===== src/design/sdc_pkg.sv =====
// Shared constants and types for the synthesizer configuration loader.
package sdc_pkg;

  // Divider field widths.
  localparam int unsigned FB_W    = 9;
  localparam int unsigned OD_W    = 2;
  localparam int unsigned DIAG_W  = 2;
  localparam int unsigned FRAME_W = DIAG_W + OD_W + FB_W;

  // Serial frame layout, least significant bit first in the word.
  localparam int unsigned FRAME_FB_LSB   = 0;
  localparam int unsigned FRAME_OD_LSB   = FB_W;
  localparam int unsigned FRAME_DIAG_LSB = FB_W + OD_W;

  // Output divide ratios selected by the 2-bit code.
  localparam logic [8:0] OD_RATIO_0 = 9'h003;
  localparam logic [8:0] OD_RATIO_1 = 9'h004;
  localparam logic [8:0] OD_RATIO_2 = 9'h005;
  localparam logic [8:0] OD_RATIO_3 = 9'h006;

  // Smallest ratio the divider can honour with a 50 percent duty cycle.
  localparam logic [8:0] MIN_RATIO = 9'h002;

  // Diagnostic output source codes.
  localparam logic [1:0] DIAG_LOW   = 2'h0;
  localparam logic [1:0] DIAG_SDATA = 2'h1;
  localparam logic [1:0] DIAG_FB    = 2'h2;
  localparam logic [1:0] DIAG_FOUT  = 2'h3;

  // APB register byte addresses.
  localparam int unsigned ADDR_W    = 12;
  localparam logic [11:0] CTRL_ADDR = 12'h000;
  localparam logic [11:0] STAT_ADDR = 12'h004;

  // Control register fields and reset value.
  localparam int unsigned CTRL_SOFT_RST = 0;
  localparam int unsigned CTRL_BYP_INV  = 1;
  localparam logic [1:0]  CTRL_RESET    = 2'h0;

  // Status register field positions.
  localparam int unsigned STAT_FB_LSB   = 0;
  localparam int unsigned STAT_OD_LSB   = 9;
  localparam int unsigned STAT_DIAG_LSB = 11;
  localparam int unsigned STAT_PAR_BIT  = 13;
  localparam int unsigned STAT_RST_BIT  = 14;

  // Loaded divider configuration.
  typedef struct packed {
    logic [DIAG_W-1:0] diag;
    logic [OD_W-1:0]   od;
    logic [FB_W-1:0]   fb;
  } sdc_cfg_t;

  localparam sdc_cfg_t CFG_RESET = '0;

  // APB request and answer bundles.
  typedef struct packed {
    logic        psel;
    logic        penable;
    logic        pwrite;
    logic [11:0] paddr;
    logic [31:0] pwdata;
  } sdc_apb_req_t;

  typedef struct packed {
    logic        pready;
    logic        pslverr;
    logic [31:0] prdata;
  } sdc_apb_rsp_t;

endpackage


===== src/design/sdc_divider.sv =====
// Tick-driven integer divider with near 50 percent duty output.
`timescale 1ns/10ps
module sdc_divider (
  input  wire logic       core_clk,
  input  wire logic       rst_b,
  input  wire logic       clear,
  input  wire logic       tick,
  input  wire logic [8:0] ratio,
  output logic            div_out
);

  logic [8:0] cnt_q;
  logic [8:0] cnt_d;
  logic [8:0] lim;
  logic [8:0] high_len;
  logic       out_q;

  // Ratios below two cannot toggle at half rate, so they are raised to two.
  always_comb begin
    lim      = (ratio < sdc_pkg::MIN_RATIO) ? sdc_pkg::MIN_RATIO : ratio;
    high_len = lim - (lim >> 1);
    cnt_d    = (cnt_q >= lim - 9'h001) ? 9'h000 : cnt_q + 9'h001;
  end

  // Counter and output advance only on a source tick; clear holds both low.
  always_ff @(posedge core_clk or negedge rst_b) begin
    if (!rst_b) begin
      cnt_q <= 9'h000;
      out_q <= 1'b0;
    end else if (clear) begin
      cnt_q <= 9'h000;
      out_q <= 1'b0;
    end else if (tick) begin
      cnt_q <= cnt_d;
      out_q <= (cnt_d < high_len);
    end
  end

  // The output is the registered phase, free of decode glitches.
  assign div_out = out_q;

endmodule


===== src/design/sdc_config_loader.sv =====
// Configuration loader and output control for the clock synthesizer.
//
// Summary of operation
// - Divider reset high clears dividers and drives both clock outputs low.
// - Divider reset leaves loaded feedback, output and diagnostic values intact.
// - Serial mode shifts one data bit per serial clock rising edge.
// - Transfer strobe rising with serial clock low loads shift register.
// - Transfer strobe falling freezes divider values against further shifting.
// - Transfer strobe held high updates dividers on each serial clock rise.
// - Parallel strobe low passes pin values through and forces diagnostic low.
// - Parallel strobe rising latches pin values until next fall or serial load.
// - Feedback field is nine bits, output divide field is two bits.
// - Feedback divide is the plain unsigned binary value of its bits.
// - Output code 00,01,10,11 selects divide by 3,4,5,6.
// - Each clock output is enabled or floated by its own enable.
// - Reference select high uses crystal, low uses alternate reference.
// - Bypass select chooses PLL or bypass; polarity is software adjustable.
// - Diagnostic bits pick low, serial data, feedback output or synthesized clock.
//
// Design decisions made here: the APB register port and the placing of the registers.
`timescale 1ns/10ps
module sdc_config_loader (
  input  wire logic                 core_clk,
  input  wire logic                 rst_b,
  // Configuration pins.
  input  wire logic                 divider_reset,
  input  wire logic                 parallel_latch_strobe_low,
  input  wire logic [8:0]           fb_div_pins,
  input  wire logic [1:0]           od_div_pins,
  input  wire logic                 serial_clk,
  input  wire logic                 serial_data,
  input  wire logic                 serial_load,
  input  wire logic                 reference_source_select,
  input  wire logic                 pll_bypass_select,
  input  wire logic                 first_output_enable,
  input  wire logic                 second_output_enable,
  input  wire logic                 xtal_in,
  input  wire logic                 alt_ref_clk,
  // Clock and diagnostic outputs.
  output logic                      first_clock_out,
  output logic                      first_clock_out_en,
  output logic                      second_clock_out,
  output logic                      second_clock_out_en,
  output logic                      diag_out,
  // APB slave.
  input  wire sdc_pkg::sdc_apb_req_t apb_req,
  output sdc_pkg::sdc_apb_rsp_t      apb_rsp
);

  // Map an output divide code onto its ratio.
  function automatic logic [8:0] od_ratio(input logic [1:0] code);
    logic [8:0] r;
    r = sdc_pkg::OD_RATIO_0;
    unique case (code)
      2'h0: r = sdc_pkg::OD_RATIO_0;
      2'h1: r = sdc_pkg::OD_RATIO_1;
      2'h2: r = sdc_pkg::OD_RATIO_2;
      2'h3: r = sdc_pkg::OD_RATIO_3;
    endcase
    return r;
  endfunction

  // Reassemble a configuration from a serial frame word.
  function automatic sdc_pkg::sdc_cfg_t frame_cfg(input logic [12:0] w);
    sdc_pkg::sdc_cfg_t c;
    c.fb   = w[sdc_pkg::FRAME_FB_LSB +: sdc_pkg::FB_W];
    c.od   = w[sdc_pkg::FRAME_OD_LSB +: sdc_pkg::OD_W];
    c.diag = w[sdc_pkg::FRAME_DIAG_LSB +: sdc_pkg::DIAG_W];
    return c;
  endfunction

  //////////////////////////////////////////////////////////////////////////////
  // Input edge detection

  logic sclk_q;
  logic sload_q;
  logic pstrobe_q;
  logic ref_q;
  logic ref_sel;

  // Previous values of the strobes, used only to find their edges.
  // Reset values match the pulled-down idle pins, so a strobe already high
  // when reset lifts counts as a rise and latches the strapped pins.
  always_ff @(posedge core_clk or negedge rst_b) begin
    if (!rst_b) begin
      sclk_q    <= 1'b0;
      sload_q   <= 1'b0;
      pstrobe_q <= 1'b0;
      ref_q     <= 1'b0;
    end else begin
      sclk_q    <= serial_clk;
      sload_q   <= serial_load;
      pstrobe_q <= parallel_latch_strobe_low;
      ref_q     <= ref_sel;
    end
  end

  // Decoded edges and modes.
  logic sclk_rise;
  logic sload_rise;
  logic sload_fall;
  logic pstrobe_rise;
  logic par_mode;
  logic ser_mode;

  // Source choice for the reference input.
  assign ref_sel      = reference_source_select ? xtal_in : alt_ref_clk;
  assign sclk_rise    = serial_clk & ~sclk_q;
  assign sload_rise   = serial_load & ~sload_q;
  assign sload_fall   = ~serial_load & sload_q;
  assign pstrobe_rise = parallel_latch_strobe_low & ~pstrobe_q;
  assign par_mode     = ~parallel_latch_strobe_low;
  assign ser_mode     = parallel_latch_strobe_low & ~pstrobe_rise;

  //////////////////////////////////////////////////////////////////////////////
  // Serial shift register

  // Thirteen bit frame; extra bits push the oldest out of the top.
  logic [12:0] shift_q;
  logic [12:0] shift_d;

  // New bit enters at the bottom so the first bit sent ends at the top.
  assign shift_d = {shift_q[11:0], serial_data};

  // Shifting is gated off while the divider reset pin is high; software reset does not gate it.
  always_ff @(posedge core_clk or negedge rst_b) begin
    if (!rst_b) begin
      shift_q <= 13'h0000;
    end else if (!divider_reset && ser_mode && sclk_rise) begin
      shift_q <= shift_d;
    end
  end

  //////////////////////////////////////////////////////////////////////////////
  // Loaded configuration

  sdc_pkg::sdc_cfg_t cfg_q;

  // Parallel pins pass through while the strobe is low and are frozen by its
  // rise; serial loads then override until the strobe falls again.
  always_ff @(posedge core_clk or negedge rst_b) begin
    if (!rst_b) begin
      cfg_q <= sdc_pkg::CFG_RESET;
    end else if (divider_reset) begin
      cfg_q <= cfg_q;
    end else if (par_mode || (pstrobe_rise && !serial_load)) begin
      cfg_q.fb   <= fb_div_pins;
      cfg_q.od   <= od_div_pins;
      cfg_q.diag <= sdc_pkg::DIAG_LOW;
    end else if (ser_mode && serial_load && sclk_rise) begin
      cfg_q <= frame_cfg(shift_d);
    end else if (ser_mode && sload_rise && !serial_clk) begin
      cfg_q <= frame_cfg(shift_q);
    end else if (ser_mode && sload_fall) begin
      cfg_q <= cfg_q;
    end
  end

  //////////////////////////////////////////////////////////////////////////////
  // Control register and divider chain

  // Software control bits and divider chain nets.
  logic [1:0] ctrl_q;
  logic       div_clear;
  logic       bypass;
  logic       ref_tick;
  logic       src_tick;
  logic       fb_out;
  logic       fout;

  // Software reset adds to the pin; configuration is never touched by either.
  assign div_clear = divider_reset | ctrl_q[sdc_pkg::CTRL_SOFT_RST];
  assign bypass    = pll_bypass_select ^ ctrl_q[sdc_pkg::CTRL_BYP_INV];
  assign ref_tick  = ref_sel & ~ref_q;
  // The core clock stands in for the oscillator when locked; bypass uses the
  // reference edges directly, so output rates are only representative.
  assign src_tick  = bypass ? ref_tick : 1'b1;

  // Feedback divider, ratio taken as a plain unsigned number.
  sdc_divider u_fb_div (
    .core_clk (core_clk),
    .rst_b    (rst_b),
    .clear    (div_clear),
    .tick     (src_tick),
    .ratio    (cfg_q.fb),
    .div_out  (fb_out)
  );

  // Output divider shared by both clock outputs.
  sdc_divider u_out_div (
    .core_clk (core_clk),
    .rst_b    (rst_b),
    .clear    (div_clear),
    .tick     (src_tick),
    .ratio    (od_ratio(cfg_q.od)),
    .div_out  (fout)
  );

  //////////////////////////////////////////////////////////////////////////////
  // Output registers

  logic q0_q;
  logic q1_q;
  logic q0_en_q;
  logic q1_en_q;
  logic diag_q;

  // Clock outputs go low during divider reset; enables act independently.
  always_ff @(posedge core_clk or negedge rst_b) begin
    if (!rst_b) begin
      q0_q    <= 1'b0;
      q1_q    <= 1'b0;
      q0_en_q <= 1'b0;
      q1_en_q <= 1'b0;
    end else begin
      q0_q    <= div_clear ? 1'b0 : fout;
      q1_q    <= div_clear ? 1'b0 : fout;
      q0_en_q <= first_output_enable;
      q1_en_q <= second_output_enable;
    end
  end

  // Diagnostic source; parallel mode always forces it low.
  always_ff @(posedge core_clk or negedge rst_b) begin
    if (!rst_b) begin
      diag_q <= 1'b0;
    end else if (par_mode) begin
      diag_q <= 1'b0;
    end else begin
      unique case (cfg_q.diag)
        sdc_pkg::DIAG_LOW:   diag_q <= 1'b0;
        sdc_pkg::DIAG_SDATA: diag_q <= serial_data;
        sdc_pkg::DIAG_FB:    diag_q <= fb_out;
        sdc_pkg::DIAG_FOUT:  diag_q <= fout;
      endcase
    end
  end

  // Every pin output is a plain copy of its flip-flop.
  assign first_clock_out     = q0_q;
  assign second_clock_out    = q1_q;
  assign first_clock_out_en  = q0_en_q;
  assign second_clock_out_en = q1_en_q;
  assign diag_out            = diag_q;

  //////////////////////////////////////////////////////////////////////////////
  // APB slave

  // Bus decode, answer registers and the read view.
  logic        setup;
  logic        hit_ctrl;
  logic        hit_stat;
  logic [31:0] stat_word;
  logic        rdy_q;
  logic        err_q;
  logic [31:0] rdata_q;

  // Decode is combinational so the answer can be registered at the setup edge.
  assign setup    = apb_req.psel & ~apb_req.penable;
  assign hit_ctrl = (apb_req.paddr == sdc_pkg::CTRL_ADDR);
  assign hit_stat = (apb_req.paddr == sdc_pkg::STAT_ADDR);

  // Live view of the loaded configuration and mode.
  always_comb begin
    stat_word = 32'h0000_0000;
    stat_word[sdc_pkg::STAT_FB_LSB +: sdc_pkg::FB_W]     = cfg_q.fb;
    stat_word[sdc_pkg::STAT_OD_LSB +: sdc_pkg::OD_W]     = cfg_q.od;
    stat_word[sdc_pkg::STAT_DIAG_LSB +: sdc_pkg::DIAG_W] = cfg_q.diag;
    stat_word[sdc_pkg::STAT_PAR_BIT]                     = par_mode;
    stat_word[sdc_pkg::STAT_RST_BIT]                     = div_clear;
  end

  // Answer is registered, so every transfer takes exactly one access cycle.
  always_ff @(posedge core_clk or negedge rst_b) begin
    if (!rst_b) begin
      rdy_q   <= 1'b0;
      err_q   <= 1'b0;
      rdata_q <= 32'h0000_0000;
    end else begin
      rdy_q <= setup;
      err_q <= setup & ~(hit_ctrl | hit_stat);
      if (setup && !apb_req.pwrite) begin
        rdata_q <= hit_ctrl ? {30'h0000_0000, ctrl_q} : (hit_stat ? stat_word : 32'h0000_0000);
      end
    end
  end

  // Control write lands at the completing access edge.
  always_ff @(posedge core_clk or negedge rst_b) begin
    if (!rst_b) begin
      ctrl_q <= sdc_pkg::CTRL_RESET;
    end else if (apb_req.psel && apb_req.penable && rdy_q && apb_req.pwrite && hit_ctrl) begin
      ctrl_q <= apb_req.pwdata[1:0];
    end
  end

  // Answer fields come straight from their flip-flops.
  assign apb_rsp.pready  = rdy_q;
  assign apb_rsp.pslverr = err_q;
  assign apb_rsp.prdata  = rdata_q;

endmodule


===== config.mk =====
export PLATFORM = sky130hd
export DESIGN_NAME = sdc_config_loader
export DESIGN_NICKNAME = d
export VERILOG_FILES = /design/src/design/sdc_pkg.sv /design/src/design/sdc_divider.sv /design/src/design/sdc_config_loader.sv
export SDC_FILE = /design/constraint.sdc
export NUM_CORES = 1
export LEC_CHECK = 0
export BUFFER_PORTS_ARGS = -buffer_cell sky130_fd_sc_hd__buf_2
export CELL_PAD_IN_SITES_DETAIL_PLACEMENT = 1
export CELL_PAD_IN_SITES_GLOBAL_PLACEMENT = 1
export CORE_MARGIN = 2
export CORE_UTILIZATION = 43
export CTS_BUF_LIST = sky130_fd_sc_hd__clkbuf_8 sky130_fd_sc_hd__clkbuf_16
export DETAILED_ROUTE_END_ITERATION = 8
export HOLD_SLACK_MARGIN = 0.08
export MAX_ROUTING_LAYER = met4
export PLACE_DENSITY_LB_ADDON = 0.25
export SLEW_MARGIN = 20
export SYNTH_ARGS = -nofsm -noshare
export SYNTH_HDL_FRONTEND = slang
export SYNTH_HIERARCHICAL = 1
export SYNTH_SLANG_ARGS = --single-unit

===== constraint.sdc =====
create_clock -name core_clk -period 5.3 [get_ports core_clk]
set_input_delay 0.265 -clock core_clk [delete_from_list [all_inputs] [get_ports core_clk]]
set_output_delay 0.265 -clock core_clk [all_outputs]
set_load 0.1 [all_outputs]

==> run metrics <==
fill cell count 1576; vias in the first global route 5214; total track usage 22.6%; first-pass GRT wire length 25.7 mm; fin crit share 90.7%; DR pass1 iterations 5; Max Cap Viol 0; worst slew pin tran 1.05 ns; CP Class reg2reg; worst reg2reg setup slack 0.50 ns; crit start category flip-flop; DR vias 4784; Crit. End Element flip-flop; Bufs on Longest Clock Path 2; routability cong. 0.867; Max transition margin 29.8%; DRC 0; Reg-to-Reg End u_out_div/div_out; Synth cell types 54; RSZ-0062 raised after global routing false; final wirelength 15.5 mm; CTS Root Cell clkbuf_16; outcome finished, final reports clean; final setup fails 0; WHS 0.0574 ns; Antenna Nets Post-Route 0; CTS tree yes; Num Clock Sinks 73; path depth of the worst reg2reg path 23; Detail Placement HPWL 11.8 mm; Fmax 208 MHz; Worst EP required 5.59 ns; Die Span X 121 um; Clk Latency, worst-skew pair 0.34 ns; post-synth top area cell dfrtp_1; Ys Warns 6; Overflow after GRT 0; worst r2r src cfg_q[9]; Clock Pin Slew Worst Setup and Hold Paths 0.07 ns; Post-Synthesis Cell Area 5900 sq um; initial drt markers 179; initial core utilization 44.2%; setup ws final 0.495 ns; Final #Nets 852; top_reg_cell synth dfrtp_1; CTS Buf Count 9; synthesized area per cell 9.25 sq um; I/O Buffers 62; Leak 3.41 nW; vias per inst 5.41; Seq/Total Area, Yosys 31.0%; setup TNS 0 ns; row count 42; Post-synth EDFFs 0; Max rail drop VDD 0.000193 V; Max Clock Skew 0.0124 ns; #FFs+latches synth 73; Multi-input gate area 3750 sq um; largest net degree at the start of global routing 74; full die area 14700 sq um; Slew Viols, Final 0; Reg area 1830 sq um; layout cells sized above 1 17.1%; maximum fanout along the worst path 10; CTS H-tree depth 3; # IOs 110; Final Critical Period 4.80 ns; WP data arrival 5.09 ns; PD cells 299 nW/um^2; Area contributors post-synth dfrtp_1 31%, ha_1 16%, xnor2_1 4.5%; antenna violations before repair 1; Area Overhead vs Synth 13.1%; die height 121 um; drt wl/cell 17.5 um; pre-CTS setup slack 0.528 ns; Tot Pwr 2.00 mW; CORE AREA 13300 sq um; Gate Count Post-Synth 638; Resize count post-CTS 0; worst min-delay path class in2async; Final Hold Vio Count 0; Post-synth ARST share 100%; post-synth top area share 31.0%
==> per-layer routing <==
layer | share of wire, % | vias up | track usage [%]
li1 | - | 2303 | -
met1 | 45 | 2363 | 26.9
met5 | 0 | - | -
met2 | 50 | 91 | 39.3
met4 | 2.3 | 0 | 7.61
met3 | 2.9 | 27 | 3.38
==> state kept, by name (all words and copies together) (netlist names) <==
name / flops
first_clock_out_en: 1
sload_q: 1
diag_out: 1
ref_q: 1
ctrl_q: 2
u_fb_div/cnt_q: 9
cfg_q: 13
err_q: 1
rdy_q: 1
sclk_q: 1
shift_q: 13
u_fb_div/div_out: 1
pstrobe_q: 1
u_out_div/cnt_q: 9
second_clock_out_en: 1
second_clock_out: 1
u_out_div/div_out: 1
rdata_q: 15
==> worst max-delay path, cell delays in order (launching register included) <==
cell,delay (ns)
dfrtp_1,0.38
inv_1,0.08
ha_1,0.28
inv_1,0.04
nor4_1,0.25
nand3_1,0.14
nand2b_1,0.16
inv_1,0.11
ha_1,0.23
o21ai_0,0.33
nand2_1,0.14
nand2_1,0.11
xnor2_1,0.13
ha_1,0.27
a211oi_1,0.26
nor2_1,0.11
a211o_1,0.42
nor2_1,0.18
ha_1,0.27
a21o_1,0.18
a21o_1,0.18
a211oi_1,0.27
o2111ai_1,0.15
nand2_1,0.09
==> stage by stage <==
stage | cell area, sq um | util (%) | instances
6_report | 6680 | 50.0 | 885
5_1_grt | 6680 | 50.0 | 885
3_5_place_dp | 6290 | 47.1 | 865
2_1_floorplan | 6020 | - | 670
4_1_cts | 6670 | 50.0 | 884
3_3_place_gp | 6290 | 47.1 | 865
==> cells in the mapped netlist (all sizes together) (18+ instances only) <==
| cell | n |
|---|---|
| buf | 29 |
| ha | 76 |
| mux2i | 18 |
| a21oi | 32 |
| dfrtp | 73 |
| xnor2 | 30 |
| o21ai | 40 |
| nand2 | 30 |
| inv | 44 |
| nand2b | 20 |
| and3 | 26 |
| nor2 | 53 |
==> layout make-up <==
cell class	count	area share (%)
clock buffer	9	3.37
clock inverter	7	1.86
inverter	44	2.47
sequential	73	27.4
timing repair buffer	68	5.47
tap	176	3.30
antenna	1	0.0375
multi-input combinational	507	56.1
==> cell families (layout without fill, tap and decap cells) <==
kind of cell | count (synthesis) | after routing | share of synthesized area [%]
buffers and inverters | 90 | 128 | 7.65
AO/OA/AOI/OAI | 124 | 124 | 14.0
adder cells (fa/ha/maj) | 78 | 78 | 16.8
XOR/XNOR | 43 | 43 | 6.38
multiplexers | 35 | 35 | 6.30
AND/OR/NAND/NOR | 194 | 194 | 17.8
other | 1 | 34 | 0.0635
flip-flops | 73 | 73 | 31.0
==> worst max-delay path by stage <==
stage / from / end / slack (ns) / cells past startpoint
floorplan: cfg_q[10] / u_out_div/div_out / 1.11 / 24
CTS: cfg_q[10] / u_out_div/div_out / 0.51 / 23
global placement: cfg_q[3] / u_fb_div/div_out / 0.76 / 20
detailed placement: cfg_q[10] / u_out_div/div_out / 0.53 / 23
global route: cfg_q[9] / u_out_div/div_out / 0.09 / 23
finish: cfg_q[9] / u_out_div/div_out / 0.50 / 23
==> where the power goes <==
group          total [mW]  switching [mW]  internal (mW)
logic               0.634           0.396          0.238
clock network       0.735           0.269          0.465
registers           0.628          0.0410          0.587
total                2.00           0.706           1.29
==> what timing repair did <==
item | CTS | global route
buffers inserted | 0 | 0
hold endpoints to repair | 3 | 0
hold buffers | 3 | 0
==> layout by cell type, fill, tap and decap left out, drive strengths merged, types with 5 or more instances in the layout <==
cell type and instances:
nand2 30, ha 76, nor2b 11, nand4 11, nor2 53, a21oi 32
xnor2 30, xor2 13, o21ai 40, nand2b 20, mux2 17, clkbuf 9
and3 26, a211oi 10, inv 47, dfrtp 73, mux2i 18, nand3 15
conb 33, a22o 13, nor3 5, buf 65
(Power assumes the default switching activity.)
